--- src/fsr2_consts.vh ---
/*
  Constants for the second status register of the serial flash: bit positions,
  reset value, command opcodes and masks.
  Assumes it is included by bare name from the design files of this block.
*/
// Functional notes
// - Suspend command sets the read-only suspend flag in bit 7; resets to 0.
// - Resume, hardware reset, JEDEC reset or 66h/99h pair clear the suspend flag.
// - Bit 6 complement bit, reset 0, inverts the block-protection map when 1.
// - Lock flags 5:3 set by hardware on programming byte 127 (7Fh), the last byte of the register.
// - Register 3 lock in bit 5, register 2 in bit 4, register 1 in bit 3.
// - A set lock flag makes its security register permanently read-only; core reset here clears the flags.
// - Factory security register 0 is always treated as locked.
// - Quad enable bit 1 resets 0; at 0 the protect and hold pins keep their roles.
// - Quad enable at 1 turns those pins into data lanes two and three.
// - Quad enable gates the six quad commands as well as the pin roles; host sets it first.
// - Register written only after the write permit latch and when protection allows.
`ifndef FSR2_CONSTS_VH
`define FSR2_CONSTS_VH

// ----------------------------------------------------------------------------
// Register layout
// ----------------------------------------------------------------------------
`define FSR2_BIT_SUSPEND 7
`define FSR2_BIT_COMPLEMENT 6
`define FSR2_BIT_LOCK3 5
`define FSR2_BIT_LOCK2 4
`define FSR2_BIT_LOCK1 3
`define FSR2_BIT_RESERVED 2
`define FSR2_BIT_QUAD 1
`define FSR2_RESET_VALUE 8'h00
`define FSR2_WRITE_MASK 8'h42

// ----------------------------------------------------------------------------
// Command opcodes
// ----------------------------------------------------------------------------
`define FSR2_OP_WRITE_ENABLE 8'h06
`define FSR2_OP_READ_STATUS2 8'h35
`define FSR2_OP_WRITE_STATUS2 8'h31
`define FSR2_OP_SUSPEND 8'h75
`define FSR2_OP_RESUME 8'h7A
`define FSR2_OP_RESET_ENABLE 8'h66
`define FSR2_OP_RESET 8'h99
`define FSR2_OP_QUAD_OUT_READ 8'h6B
`define FSR2_OP_XIP_READ 8'hEB
`define FSR2_OP_QUAD_ALIGNED_READ 8'hE7
`define FSR2_OP_QUAD_PROGRAM 8'h32
`define FSR2_OP_BURST_WRAP 8'h77
`define FSR2_OP_QUAD_ID_READ 8'h94
`define FSR2_SEC_LAST_BYTE 7'h7F

`endif

--- src/fsr2_sync.v ---
/*
  Two-flop synchroniser for one level from outside the core clock domain.
  Assumes the core clock is at least a few times faster than the input changes.
*/
module fsr2_sync #(
  parameter [0:0] RESET_VAL = 1'b0
) (
  input wire core_clk,
  input wire reset,
  input wire async_in,
  output wire sync_out
);

  reg meta_ff;
  reg sync_ff;

  // The first stage is read only by the second stage. Both reset to the pin's idle
  // level, so an edge detector behind this stage sees no false edge after reset.
  always @(posedge core_clk) begin
    if (reset) begin
      meta_ff <= RESET_VAL;
      sync_ff <= RESET_VAL;
    end else begin
      meta_ff <= async_in;
      sync_ff <= meta_ff;
    end
  end

  assign sync_out = sync_ff;

endmodule

--- src/fsr2_status_reg.v ---
/*
  Second status register of a serial flash, with its own SPI command front end.
  Sampled SPI mode 0: serial clock, select and input lanes are synchronised to
  core_clk, which must run several times faster than the serial clock.
  Assumes the program engine reports security-register byte programs and the
  protect logic supplies the write-protect verdict and the write permit latch.
*/
module fsr2_status_reg (
  input wire core_clk,
  input wire reset,
  input wire spi_clk,
  input wire spi_cs_n,
  input wire spi_mosi,
  input wire hold_reset_n_pin,
  input wire write_protect_n_pin,
  input wire jedec_reset,
  input wire write_permit_latch,
  input wire status_write_allowed,
  input wire sec_prog_strobe,
  input wire [1:0] sec_prog_index,
  input wire [6:0] sec_prog_byte,
  output reg spi_miso,
  output reg spi_miso_oe,
  output reg suspend_flag,
  output reg complement_protect,
  output reg [2:0] security_lock_flags,
  output reg quad_lane_enable,
  output reg sec_prog_refused,
  output reg hold_active,
  output reg write_protect_active,
  output reg data_lane_two,
  output reg data_lane_three,
  output reg quad_cmd_accept,
  output reg quad_cmd_refused,
  output reg status_written
);

`include "fsr2_consts.vh"

  localparam ST_IDLE = 2'd0;
  localparam ST_DATA = 2'd1;
  localparam ST_READ = 2'd2;
  localparam ST_SKIP = 2'd3;

  // --------------------------------------------------------------------------
  // Pin synchronisers
  // --------------------------------------------------------------------------
  wire sclk_s;
  wire cs_n_s;
  wire mosi_s;
  wire hold_s;
  wire wp_s;
  wire jrst_s;

  fsr2_sync u_sync_sclk (.core_clk(core_clk), .reset(reset), .async_in(spi_clk),
    .sync_out(sclk_s));
  fsr2_sync #(.RESET_VAL(1'b1)) u_sync_cs (.core_clk(core_clk), .reset(reset),
    .async_in(spi_cs_n), .sync_out(cs_n_s));
  fsr2_sync u_sync_mosi (.core_clk(core_clk), .reset(reset), .async_in(spi_mosi),
    .sync_out(mosi_s));
  fsr2_sync #(.RESET_VAL(1'b1)) u_sync_hold (.core_clk(core_clk), .reset(reset),
    .async_in(hold_reset_n_pin), .sync_out(hold_s));
  fsr2_sync #(.RESET_VAL(1'b1)) u_sync_wp (.core_clk(core_clk), .reset(reset),
    .async_in(write_protect_n_pin), .sync_out(wp_s));
  fsr2_sync u_sync_jrst (.core_clk(core_clk), .reset(reset), .async_in(jedec_reset),
    .sync_out(jrst_s));

  // --------------------------------------------------------------------------
  // Serial clock edges and byte shifter
  // --------------------------------------------------------------------------
  reg sclk_d_ff;
  reg hold_d_ff;
  reg [7:0] shift_ff;
  reg [2:0] bit_cnt_ff;
  reg [1:0] state_ff;
  reg [7:0] rd_shift_ff;
  reg reset_armed_ff;
  wire sclk_rise;
  wire sclk_fall;
  wire byte_done;
  wire [7:0] rx_byte;
  wire [7:0] status_view;
  wire hold_reset_evt;
  wire is_quad_op;
  wire sec_locked;

  assign sclk_rise = sclk_s & ~sclk_d_ff & ~cs_n_s;
  assign sclk_fall = ~sclk_s & sclk_d_ff & ~cs_n_s;
  assign rx_byte = {shift_ff[6:0], mosi_s};
  assign byte_done = sclk_rise & (bit_cnt_ff == 3'd7);
  // Reserved bit 2 and bit 0 always read as zero.
  assign status_view = {suspend_flag, complement_protect, security_lock_flags,
    1'b0, quad_lane_enable, 1'b0};
  // Hold pin acts as hardware reset only while quad lanes are off.
  assign hold_reset_evt = ~hold_s & hold_d_ff & ~quad_lane_enable;
  assign is_quad_op = (rx_byte == `FSR2_OP_QUAD_OUT_READ) ||
    (rx_byte == `FSR2_OP_XIP_READ) || (rx_byte == `FSR2_OP_QUAD_ALIGNED_READ) ||
    (rx_byte == `FSR2_OP_QUAD_PROGRAM) || (rx_byte == `FSR2_OP_BURST_WRAP) ||
    (rx_byte == `FSR2_OP_QUAD_ID_READ);
  // Register 0 is factory locked; registers 1..3 follow their flags.
  assign sec_locked = (sec_prog_index == 2'd0) ? 1'b1 :
    security_lock_flags[sec_prog_index - 2'd1];

  // Command front end: one opcode byte, then data or read-back.
  always @(posedge core_clk) begin
    if (reset) begin
      sclk_d_ff <= 1'b0;
      hold_d_ff <= 1'b1;
      shift_ff <= 8'h00;
      bit_cnt_ff <= 3'd0;
      state_ff <= ST_IDLE;
      rd_shift_ff <= 8'h00;
      reset_armed_ff <= 1'b0;
      spi_miso <= 1'b0;
      spi_miso_oe <= 1'b0;
    end else begin
      sclk_d_ff <= sclk_s;
      hold_d_ff <= hold_s;
      if (cs_n_s) begin
        bit_cnt_ff <= 3'd0;
        state_ff <= ST_IDLE;
        spi_miso_oe <= 1'b0;
      end else begin
        if (sclk_rise) begin
          shift_ff <= rx_byte;
          bit_cnt_ff <= bit_cnt_ff + 3'd1;
        end
        if (byte_done && state_ff == ST_IDLE) begin
          reset_armed_ff <= (rx_byte == `FSR2_OP_RESET_ENABLE);
          if (rx_byte == `FSR2_OP_READ_STATUS2) begin
            state_ff <= ST_READ;
            rd_shift_ff <= status_view;
          end else if (rx_byte == `FSR2_OP_WRITE_STATUS2) begin
            state_ff <= ST_DATA;
          end else begin
            state_ff <= ST_SKIP;
          end
        end
        // Status read repeats the register until select rises.
        if (state_ff == ST_READ && sclk_fall) begin
          spi_miso <= rd_shift_ff[7];
          spi_miso_oe <= 1'b1;
          if (bit_cnt_ff == 3'd0) begin
            rd_shift_ff <= {status_view[6:0], 1'b0};
            spi_miso <= status_view[7];
          end else begin
            rd_shift_ff <= {rd_shift_ff[6:0], 1'b0};
          end
        end
        if (byte_done && state_ff == ST_DATA) begin
          state_ff <= ST_SKIP;
        end
      end
    end
  end

  // --------------------------------------------------------------------------
  // Status bits and pin roles
  // --------------------------------------------------------------------------
  wire op_done;
  wire wr_ok;

  assign op_done = byte_done && state_ff == ST_IDLE;
  assign wr_ok = byte_done && state_ff == ST_DATA && write_permit_latch &&
    status_write_allowed;

  // Suspend set/clear, lock flags, writable bits; set wins over a same-cycle clear.
  always @(posedge core_clk) begin
    if (reset) begin
      suspend_flag <= 1'b0;
      complement_protect <= 1'b0;
      security_lock_flags <= 3'b000;
      quad_lane_enable <= 1'b0;
      sec_prog_refused <= 1'b0;
      quad_cmd_accept <= 1'b0;
      quad_cmd_refused <= 1'b0;
      status_written <= 1'b0;
    end else begin
      sec_prog_refused <= 1'b0;
      quad_cmd_accept <= 1'b0;
      quad_cmd_refused <= 1'b0;
      status_written <= 1'b0;
      if (hold_reset_evt || jrst_s ||
          (op_done && rx_byte == `FSR2_OP_RESUME) ||
          (op_done && rx_byte == `FSR2_OP_RESET && reset_armed_ff)) begin
        suspend_flag <= 1'b0;
      end
      if (op_done && rx_byte == `FSR2_OP_SUSPEND) begin
        suspend_flag <= 1'b1;
      end
      if (op_done && is_quad_op) begin
        quad_cmd_accept <= quad_lane_enable;
        quad_cmd_refused <= ~quad_lane_enable;
      end
      if (sec_prog_strobe) begin
        if (sec_locked) begin
          sec_prog_refused <= 1'b1;
        end else if (sec_prog_byte == `FSR2_SEC_LAST_BYTE) begin
          security_lock_flags[sec_prog_index - 2'd1] <= 1'b1;
        end
      end
      // Only complement and quad bits take written data.
      if (wr_ok) begin
        complement_protect <= rx_byte[`FSR2_BIT_COMPLEMENT];
        quad_lane_enable <= rx_byte[`FSR2_BIT_QUAD];
        status_written <= 1'b1;
      end
    end
  end

  // Pin roles follow the quad enable bit; control roles are dropped in quad mode.
  always @(posedge core_clk) begin
    if (reset) begin
      hold_active <= 1'b0;
      write_protect_active <= 1'b0;
      data_lane_two <= 1'b0;
      data_lane_three <= 1'b0;
    end else begin
      hold_active <= ~quad_lane_enable & ~hold_s;
      write_protect_active <= ~quad_lane_enable & ~wp_s;
      data_lane_two <= quad_lane_enable & wp_s;
      data_lane_three <= quad_lane_enable & hold_s;
    end
  end

endmodule

--- config.mk ---
export PLATFORM = sky130hd
export DESIGN_NAME = fsr2_status_reg
export DESIGN_NICKNAME = d
export VERILOG_FILES = /design/src/fsr2_sync.v /design/src/fsr2_status_reg.v
export VERILOG_INCLUDE_DIRS = /design/src
export SDC_FILE = /design/constraint.sdc
export NUM_CORES = 1
export LEC_CHECK = 0
export ABC_AREA = 1
export BUFFER_PORTS_ARGS = -buffer_cell sky130_fd_sc_hd__buf_2
export CAP_MARGIN = 40
export CORE_ASPECT_RATIO = 0.5
export CORE_MARGIN = 8
export CORE_UTILIZATION = 58
export CTS_CLUSTER_DIAMETER = 50
export DETAILED_ROUTE_END_ITERATION = 6
export GPL_TIMING_DRIVEN = 0
export PLACE_DENSITY = 0.93
export SYNTH_ARGS = -nofsm -noshare
export SYNTH_HDL_FRONTEND = slang
export SYNTH_HIERARCHICAL = 1
export SYNTH_SLANG_ARGS = --single-unit
--- constraint.sdc ---
create_clock -name core_clk -period 2.8 [get_ports core_clk]
set_clock_uncertainty 0.15 [all_clocks]
set_input_delay 0.14 -clock core_clk [delete_from_list [all_inputs] [get_ports core_clk]]
set_output_delay 0.14 -clock core_clk [all_outputs]
set_load 0.005 [all_outputs]
Word-level counts from Yosys, hierarchy flattened. Index checks and enable logic that the tools add are counted.

Output and inout port bits: 16. Flip-flop bits (word level): 51.

$lt $le $gt $ge: 2. Bitwise logic cells: 21. Add/subtract/negate cells: 2. Mux-type cells: 18. Reduce and logical (&&, ||, !) cells: 34. Eq/ne operators: 16.

Operators by type and width (count): $eq 8x7->1 const B (5); $eq 8x8->1 const B (4); $mux 8 (4); $eq 8x6->1 const B (3); $and 1x1->1 (11); $logic_and 1x1->1 (11); $not 1->1 (9); $logic_or 1x1->1 (8); $mux 1 (8); $mux 2 (4); $reduce_bool 2->1 (4); $eq 7x7->1 const B (1); $reduce_and 2->1 (3); $reduce_and 3->1 (2); $reduce_or 2->1 (3); $logic_not 2->1 (2); $add 3x1->3 const B (1); $eq 3x3->1 const B (1); $logic_not 3->1 (1); $lt 2x3->1 const B (1); $or 3x3->3 (1); $bmux 1 s2 (1); $demux 1 s2 (1); $eq 2x1->1 const B (1); other kinds (3) (3).

Depth between registers and ports, before layout. Gate-level depths: netlist of the first run.

Depth after elaboration: 10. Depth in mapped cells: 10. Mapped depth without buffers: 9.

Modules after synthesis. Netlist of the first run, hierarchy kept.

Modules (own cells, without submodules): fsr2_status_reg (times used 1, sequential area each 760.7 um^2, cells an instance 261, area each 1834.3 um^2); fsr2_sync (u_sync_cs ...) (times used 3, sequential area each 40.0 um^2, cells an instance 7, area each 58.8 um^2); fsr2_sync (u_sync_jrst ...) (times used 3, sequential area each 40.0 um^2, cells an instance 6, area each 55.1 um^2).

Least setup slack after synthesis of the first run. No wires, ideal clock.

Kind: reg-to-reg. From: register bit_cnt_ff[0]. To: register rd_shift_ff[4]. Required time: 2537 ps. Arrival: 1208 ps. Cell stages (with the launch flop): 10. Slack: 1330 ps. Setup time: 113 ps. Path through: dfxtp_1 inv_1 ha_1 nand2_1 clkbuf_1 o21ai_0 nand2_1 nand2_1 nor2_1 nor2_1.

Word-level cells in the longest chain between the ends: 5. Elaborated cells on any way between the ends: 8. Classes of those cells: eq/ne: 1; mux: 2; bitwise: 1; reduce/logical: 4.

Ends and longest elaborated chain: from (decl) (RTL line fsr2_status_reg.v:74) `reg [2:0] bit_cnt_ff;`; from (signal assigned) (RTL line fsr2_status_reg.v:126) `bit_cnt_ff <= bit_cnt_ff + 3'd1;`; $eq 3x3->1 (RTL line fsr2_status_reg.v:90) `assign byte_done = sclk_rise & (bit_cnt_ff == 3'd7);`; $and 1x1->1 (RTL line fsr2_status_reg.v:90); $logic_and 1x1->1 (RTL line fsr2_status_reg.v:128) `if (byte_done && state_ff == ST_IDLE) begin`; $reduce_bool 2->1 (no source line); $reduce_and 3->1 (no source line); to (signal assigned) (RTL line fsr2_status_reg.v:132) `rd_shift_ff <= status_view;`; to (signal assigned) (RTL line fsr2_status_reg.v:144) `rd_shift_ff <= {status_view[6:0], 1'b0};`; to (signal assigned) (RTL line fsr2_status_reg.v:147) `rd_shift_ff <= {rd_shift_ff[6:0], 1'b0};`; to (decl) (RTL line fsr2_status_reg.v:76) `reg [7:0] rd_shift_ff;`.

Several ways; a longest one is shown, not always the timed one. A chain may end at the register's enable or synchronous reset.

Worst setup path in the final report of the first run.
From: register bit_cnt_ff[0]. To: register rd_shift_ff[5].

The elaborated chain is that of the path after synthesis.

==> results.cfg, run 1 <==
[synthesis]
yosysSeqAreaShare_pct = 46.00
synth.avg_cell_area_um2 = 7.253
synth_nets = 327
yosysUniqueCellTypes = 23
yosys_warnings = 6
netlist_instances = 300
synth-seq-cells = 50
synthesis.area_mm2 = 0.002176

[power]
p_clk_share_pct = 40.3
swShare_pct = 21.42
switching_power_uw = 284.5
seqPwrFrac_pct = 54.8
comb_power_share_pct = 4.9
p_leak_uw = 0.001249
internal_power_uw = 1044
powerDensity_mw_per_mm2 = 509.8
peakVddDrop_uv = 236.1

[cts]
cts-root-buf = clkbuf_8
path_clk_slew_ns = 0.09
cts_resized = 0
insertion_delay_ns = 0.31
postCtsSetupRepairBufs = 0
h-tree-depth = 2
tritoncts = built
cts_buffers = 5
clk_path_buf_depth = 2
cts.sinks = 50
cts_hold_buf = 7

[worst_setup_path]
ff2ff_setup_slack_ns = 0.96
cp-startpoint = bit_cnt_ff[0]
r2r-end = rd_shift_ff[5]
critPathCapture = rd_shift_ff[5]
crit_path_max_incr_delay_ns = 0.36
end_kind = register
crit_type = reg -> reg
cp_slowest_cell = dfxtp_1
cp_max_fo = 10
rr_worst_depth = 9
worstPathRequired_ns = 2.84
cp.arrival_ns = 1.88
r2r_start = bit_cnt_ff[0]
cp-start-kind = register
crit_top_cell = nand2_1
path_cells = inv_1, ha_1, nand2_1, clkbuf_1, o21ai_0, nand2_1, nand2_1, nor2_1, nor2_1

[route]
postRouteAntennaNets = 0
drtPass1Iterations = 4
drc = 0
routed_wl_um = 5224
wl_per_cell_um = 13.03
drt_iter0_drc = 142
vias_per_cell = 5.167
vias = 2072

[grt]
first_global_vias = 2006
grtUsageTotal_pct = 17.70
grt_pass1_wl_um = 8390
antenna_found_initial = 0
grt_remaining_overflow = 0
grt_max_degree = 17

[sta]
worst_pin_slew_ns = 0.4549
max_freq_ghz = 0.5436
slew_headroom_pct = 69.67
tns_ns = 0
maxSlewViolCount = 0
finalHoldViolations = 0
finalCritPeriodShare_pct = 65.70
min_period_ns = 1.839
finalSetupViolCount = 0
rsz0062_at_grt = false

[final_layout]
final_cell_mix = nand2_1, dfxtp_1, nor2_1
fin_util_pct = 74.26
final_nets = 376
final_area_mm2 = 0.002606
areaGrowthSynthToFinish_pct = 19.78
final_cells = 401
drive_gt1_share_pct = 18.86
mostFrequentLayoutCell = nand2_1
diodes = 0

[floorplanning]
start_util_pct = 62.00
dieArea_mm2 = 0.006086
io_pins = 36
fp.dieW_um = 102.6
rows = 15
die_y_um = 59.31
core_area_mm2 = 0.003510

[job]
max_cap_viol_count = 0

[place]
numPortBuffers = 35
gp_congestion = 0.9548
postPlaceCellArea_mm2 = 0.002415
dpl.cell_count = 386
dpl.hpwl_um = 3827

[run_status]
status = finished clean

[hold_path]
min-delay-path-class = in -> reg
final cells by class:
cell class / count / area [um2]
sequential: 50 / 1001
multi-input combinational: 194 / 950.9
fill: 253 / 903.4
timing repair buffer: 42 / 245.2
inverter: 49 / 183.9
clock buffer: 6 / 82.58
tap: 51 / 63.81
buffer: 7 / 40.04
clock inverter: 2 / 38.79
cell families (layout without fill, tap and decap cells):
logic type	Yosys count	in the layout	share of synthesized area (%)
simple gates	143	143	29.04
buf+inv	56	106	10.29
flops	50	50	46.00
compound gates	44	44	10.64
fa+ha+maj	7	7	4.025
power groups by stage:
stage               clock [uW]  sequential, uW  combinational [uW]
global route               564             729                73.8
finish                     536             728                64.7
global placement             0             744                53.1
detailed placement           0             744                56.7
CTS                        542             728                64.6
floorplan                    0             743                30.0
state kept, by name, indices dropped and copies added, names as in the netlist, 2 cells and up:
name,cells
shift_ff,7
rd_shift_ff,7
bit_cnt_ff,3
security_lock_flags,3
state_ff,2
synthesized netlist by cell type:
library cell | number | area, um2
a211oi_1 | 2 | 15.01
a21oi_1 | 18 | 90.09
a31oi_1 | 3 | 18.77
buf_2 | 2 | 10.01
buf_4 | 1 | 7.510
buf_6 | 1 | 11.26
clkbuf_1 | 3 | 11.26
dfxtp_1 | 50 | 1001
ha_1 | 7 | 87.58
inv_1 | 41 | 153.9
inv_2 | 8 | 30.03
nand2_1 | 66 | 247.7
nand2_2 | 5 | 31.28
nand3_1 | 7 | 35.03
nand4_1 | 6 | 37.54
nand4_2 | 1 | 12.51
nand4_4 | 1 | 21.27
nor2_1 | 47 | 176.4
nor2_2 | 1 | 6.260
nor2_4 | 3 | 33.78
nor3_1 | 6 | 30.03
o211ai_1 | 1 | 7.510
o21ai_0 | 20 | 100.1
metrics by stage:
| stage | hold WS, ns | worst slack [ns] | total power [uW] |
|---|---|---|---|
| detailed placement | 0.1630 | 1.057 | 801.1 |
| floorplan | 0.06108 | 1.330 | 773.3 |
| global placement | 0.1600 | 1.086 | 797.0 |
| finish | 0.01290 | 0.9605 | 1329 |
| global route | 0.04005 | 0.8479 | 1367 |
| CTS | 0.01319 | 1.029 | 1335 |
critical path, delay by kind of cell (launching register included):
kind	cells	cell delay, ns
buffers and inverters	2	0.43
flip-flops	1	0.36
AO/OA/AOI/OAI	1	0.14
adder cells (fa/ha/maj)	1	0.23
AND/OR/NAND/NOR	5	0.43
layer usage:
metal | vias to the layer above | track usage (%) | routed length (um)
met3 | 28 | 4.801 | 433
met1 | 919 | 18.14 | 2053
li1 | 1031 | - | -
met4 | 0 | 12.19 | 219
met2 | 94 | 31.38 | 2517
met5 | - | 0 | 0
worst min path at each step:
stage / slack (ns) / cells after the start / from / to
6_report: 0.01 / 2 / reset / u_sync_mosi/sync_out
4_1_cts: 0.01 / 2 / reset / u_sync_jrst/sync_out
5_1_grt: 0.04 / 2 / reset / u_sync_jrst/meta_ff
3_3_place_gp: 0.16 / 3 / hold_reset_n_pin / u_sync_hold/meta_ff
3_5_place_dp: 0.16 / 3 / spi_cs_n / u_sync_cs/meta_ff
2_1_floorplan: 0.06 / 1 / reset / write_protect_active
(Power assumes the default switching activity.)
==> run 2: changes to the inputs <==
--- a/config.mk
+++ b/config.mk
@@ -11,11 +11,11 @@
 export CAP_MARGIN = 40
 export CORE_ASPECT_RATIO = 0.5
 export CORE_MARGIN = 8
-export CORE_UTILIZATION = 58
+export CORE_UTILIZATION = 50
 export CTS_CLUSTER_DIAMETER = 50
 export DETAILED_ROUTE_END_ITERATION = 6
 export GPL_TIMING_DRIVEN = 0
-export PLACE_DENSITY = 0.93
+export PLACE_DENSITY = 0.86
 export SYNTH_ARGS = -nofsm -noshare
 export SYNTH_HDL_FRONTEND = slang
 export SYNTH_HIERARCHICAL = 1
==> constraint.sdc (replaced) <==
create_clock -name core_clk -period 1.5 [get_ports core_clk]
set_clock_uncertainty 0.15 [all_clocks]
set_input_delay 0.075 -clock core_clk [delete_from_list [all_inputs] [get_ports core_clk]]
set_output_delay 0.075 -clock core_clk [all_outputs]
set_load 0.005 [all_outputs]
==> run 2 against run 1 <==
Compared with the run above: the run now ends with negative setup slack left; sequential cell count unchanged; register-to-register slack got worse by 0.98 ns; fmax increased by 21%; clock-buffer cell count decreased by 1; hold slack got worse by 0.0042 ns; critical path depth unchanged; largest power group unchanged; sequential power increased by 87%; non-clock buffer count increased by 17; die area increased by 12%; final cell count increased by 5.7%; critical path type unchanged; critical endpoint is now complement_protect; first-iteration DRC count decreased by 24%.
==> results.cfg, run 2 (synthesis gave the netlist of run 1 again) <==
[route]
drc = 0
postRouteAntennaNets = 0
vias_per_cell = 5.024
drt_iter0_drc = 108
routed_wl_um = 5427
met3_length_um = 448
drtPass1Iterations = 4
highest_layer = met4
wl_met2_um = 2643
wl_per_cell_um = 12.80
wl_met1_um = 2199
vias = 2130

[sta]
worst_pin_slew_ns = 0.5362
maxSlewViolCount = 0
rsz0062_at_grt = true
finalSetupViolCount = 7
slew_headroom_pct = 64.25
fin_ws_ns = -0.01846
hold-worst-slack_ns = 0.008695
finalCritPeriodShare_pct = 101.2
finalHoldViolations = 0
max_freq_ghz = 0.6586
min_period_ns = 1.518

[worst_setup_path]
crit_type = reg -> reg
cp-start-kind = register
worstPathRequired_ns = 1.56
cp_max_fo = 3
cp.arrival_ns = 1.58
end_kind = register

[final_layout]
drive_gt1_share_pct = 29.43
final_area_mm2 = 0.002888
final.fill_count = 331
diodes = 0
final_cell_mix = nand2_1, nor2_1, inv_1, dfxtp_1, buf_2
mostFrequentLayoutCell = nand2_1
reg.largest.list = rd_shift_ff x7, shift_ff x7
areaGrowthSynthToFinish_pct = 32.72
final_nets = 393

[place]
numPortBuffers = 35
postPlaceCellArea_mm2 = 0.002422
dpl.hpwl_um = 3579
gp_congestion = 0.9069

[cts]
h-tree-depth = 2
cts.sinks = 50
clk_path_buf_depth = 2
tritoncts = built
insertion_delay_ns = 0.31
cts_buffers = 5
cts-root-buf = clkbuf_8
path_clk_slew_ns = 0.09

[floorplanning]
fp.dieW_um = 109.3
io_pins = 36
start_util_pct = 50.64
core_area_mm2 = 0.004297
dieArea_mm2 = 0.006846
die_y_um = 62.65
rows = 17

[grt]
first_global_vias = 1956
grtUsageTotal_pct = 14.65
grt_pass1_wl_um = 8314
antenna_found_initial = 0
grt_remaining_overflow = 0
grt_max_degree = 17

[hold_path]
min-delay-path-class = in -> reg

[run_status]
status = finished, violations left
failed_checks = negative setup slack

[job]
max_cap_viol_count = 0

[power]
p_leak_uw = 0.001346
peakVddDrop_uv = 444.3
powerDensity_mw_per_mm2 = 788.4
-- run 2: changes by cell type in the layout (fill, tap and decap cells not counted), sizes merged --
cell         delta
inv             -1
bufinv          -1
clkinvlp        +1
buf            +10
dlygate4sd3     +6
clkinv          +2
-- run 2: path summary, 6_finish.rpt --
kind	from	to	slack, ns	cells past startpoint
setup / recovery	bit_cnt_ff[0]	complement_protect	-0.02	9
hold reg to reg	u_sync_jrst/meta_ff	u_sync_jrst/sync_out	0.26	2
hold / removal	sec_prog_byte[3]	security_lock_flags[1]	0.009	5
setup reg to reg	bit_cnt_ff[0]	complement_protect	-0.02	9
-- run 2: per-layer routing --
layer,up-vias,global-route usage (%)
met1,977,16.42
met4,0,6.010
met3,16,3.498
met2,69,25.86
li1,1068,-
met5,-,0
-- run 2: timing repair --
action                                 in CTS  in global routing
cloned                                      0                  1
endpoints found under the hold margin      14                  0
setup buffers                               1                  9
pin swaps                                   4                  9
setup endpoints to repair                  11                 22
gates resized for setup                    14                 40
hold buffers                               13                  0
-- run 2: final cells by class --
cell class              count  area [um2]  area share, %
multi-input cells         194        1060          36.70
flip-flops and latches     50        1021          35.36
repair buffers             59       402.9          13.95
inverters                  49       186.4          6.456
well taps                  57       71.32          2.470
clock buffers               5       68.82          2.383
plain buffers               7       56.30          1.950
clock inverters             3       21.27         0.7366
-- run 2: critical path, cell delays in order (launching register included) --
cell     delay, ns
dfxtp_2       0.37
ha_4          0.14
ha_4          0.15
inv_4         0.04
nor2_4        0.12
nand2_2       0.08
nor2_4        0.15
inv_2         0.07
nor2_2        0.10
nor2_1        0.05
-- run 2: power by group --
part / switching [uW] / internal [uW] / leakage (uW)
clock network: 447 / 328 / 0.0000441
logic: 74.2 / 69.9 / 0.000890
registers: 12.9 / 1340 / 0.000413
-- run 2: per-stage QoR --
step	TNS (ns)	power [uW]	setup WS (ns)	util, %	std cells
6_report	-0.05927	2277	-0.01846	67.21	424
5_1_grt	-0.5933	2368	-0.07875	67.21	424
4_1_cts	0	2279	0.004589	63.05	414
3_5_place_dp	-1.642	1496	-0.2255	56.38	392
3_3_place_gp	-1.230	1489	-0.1848	56.38	392
2_1_floorplan	0	1444	0.02957	-	300
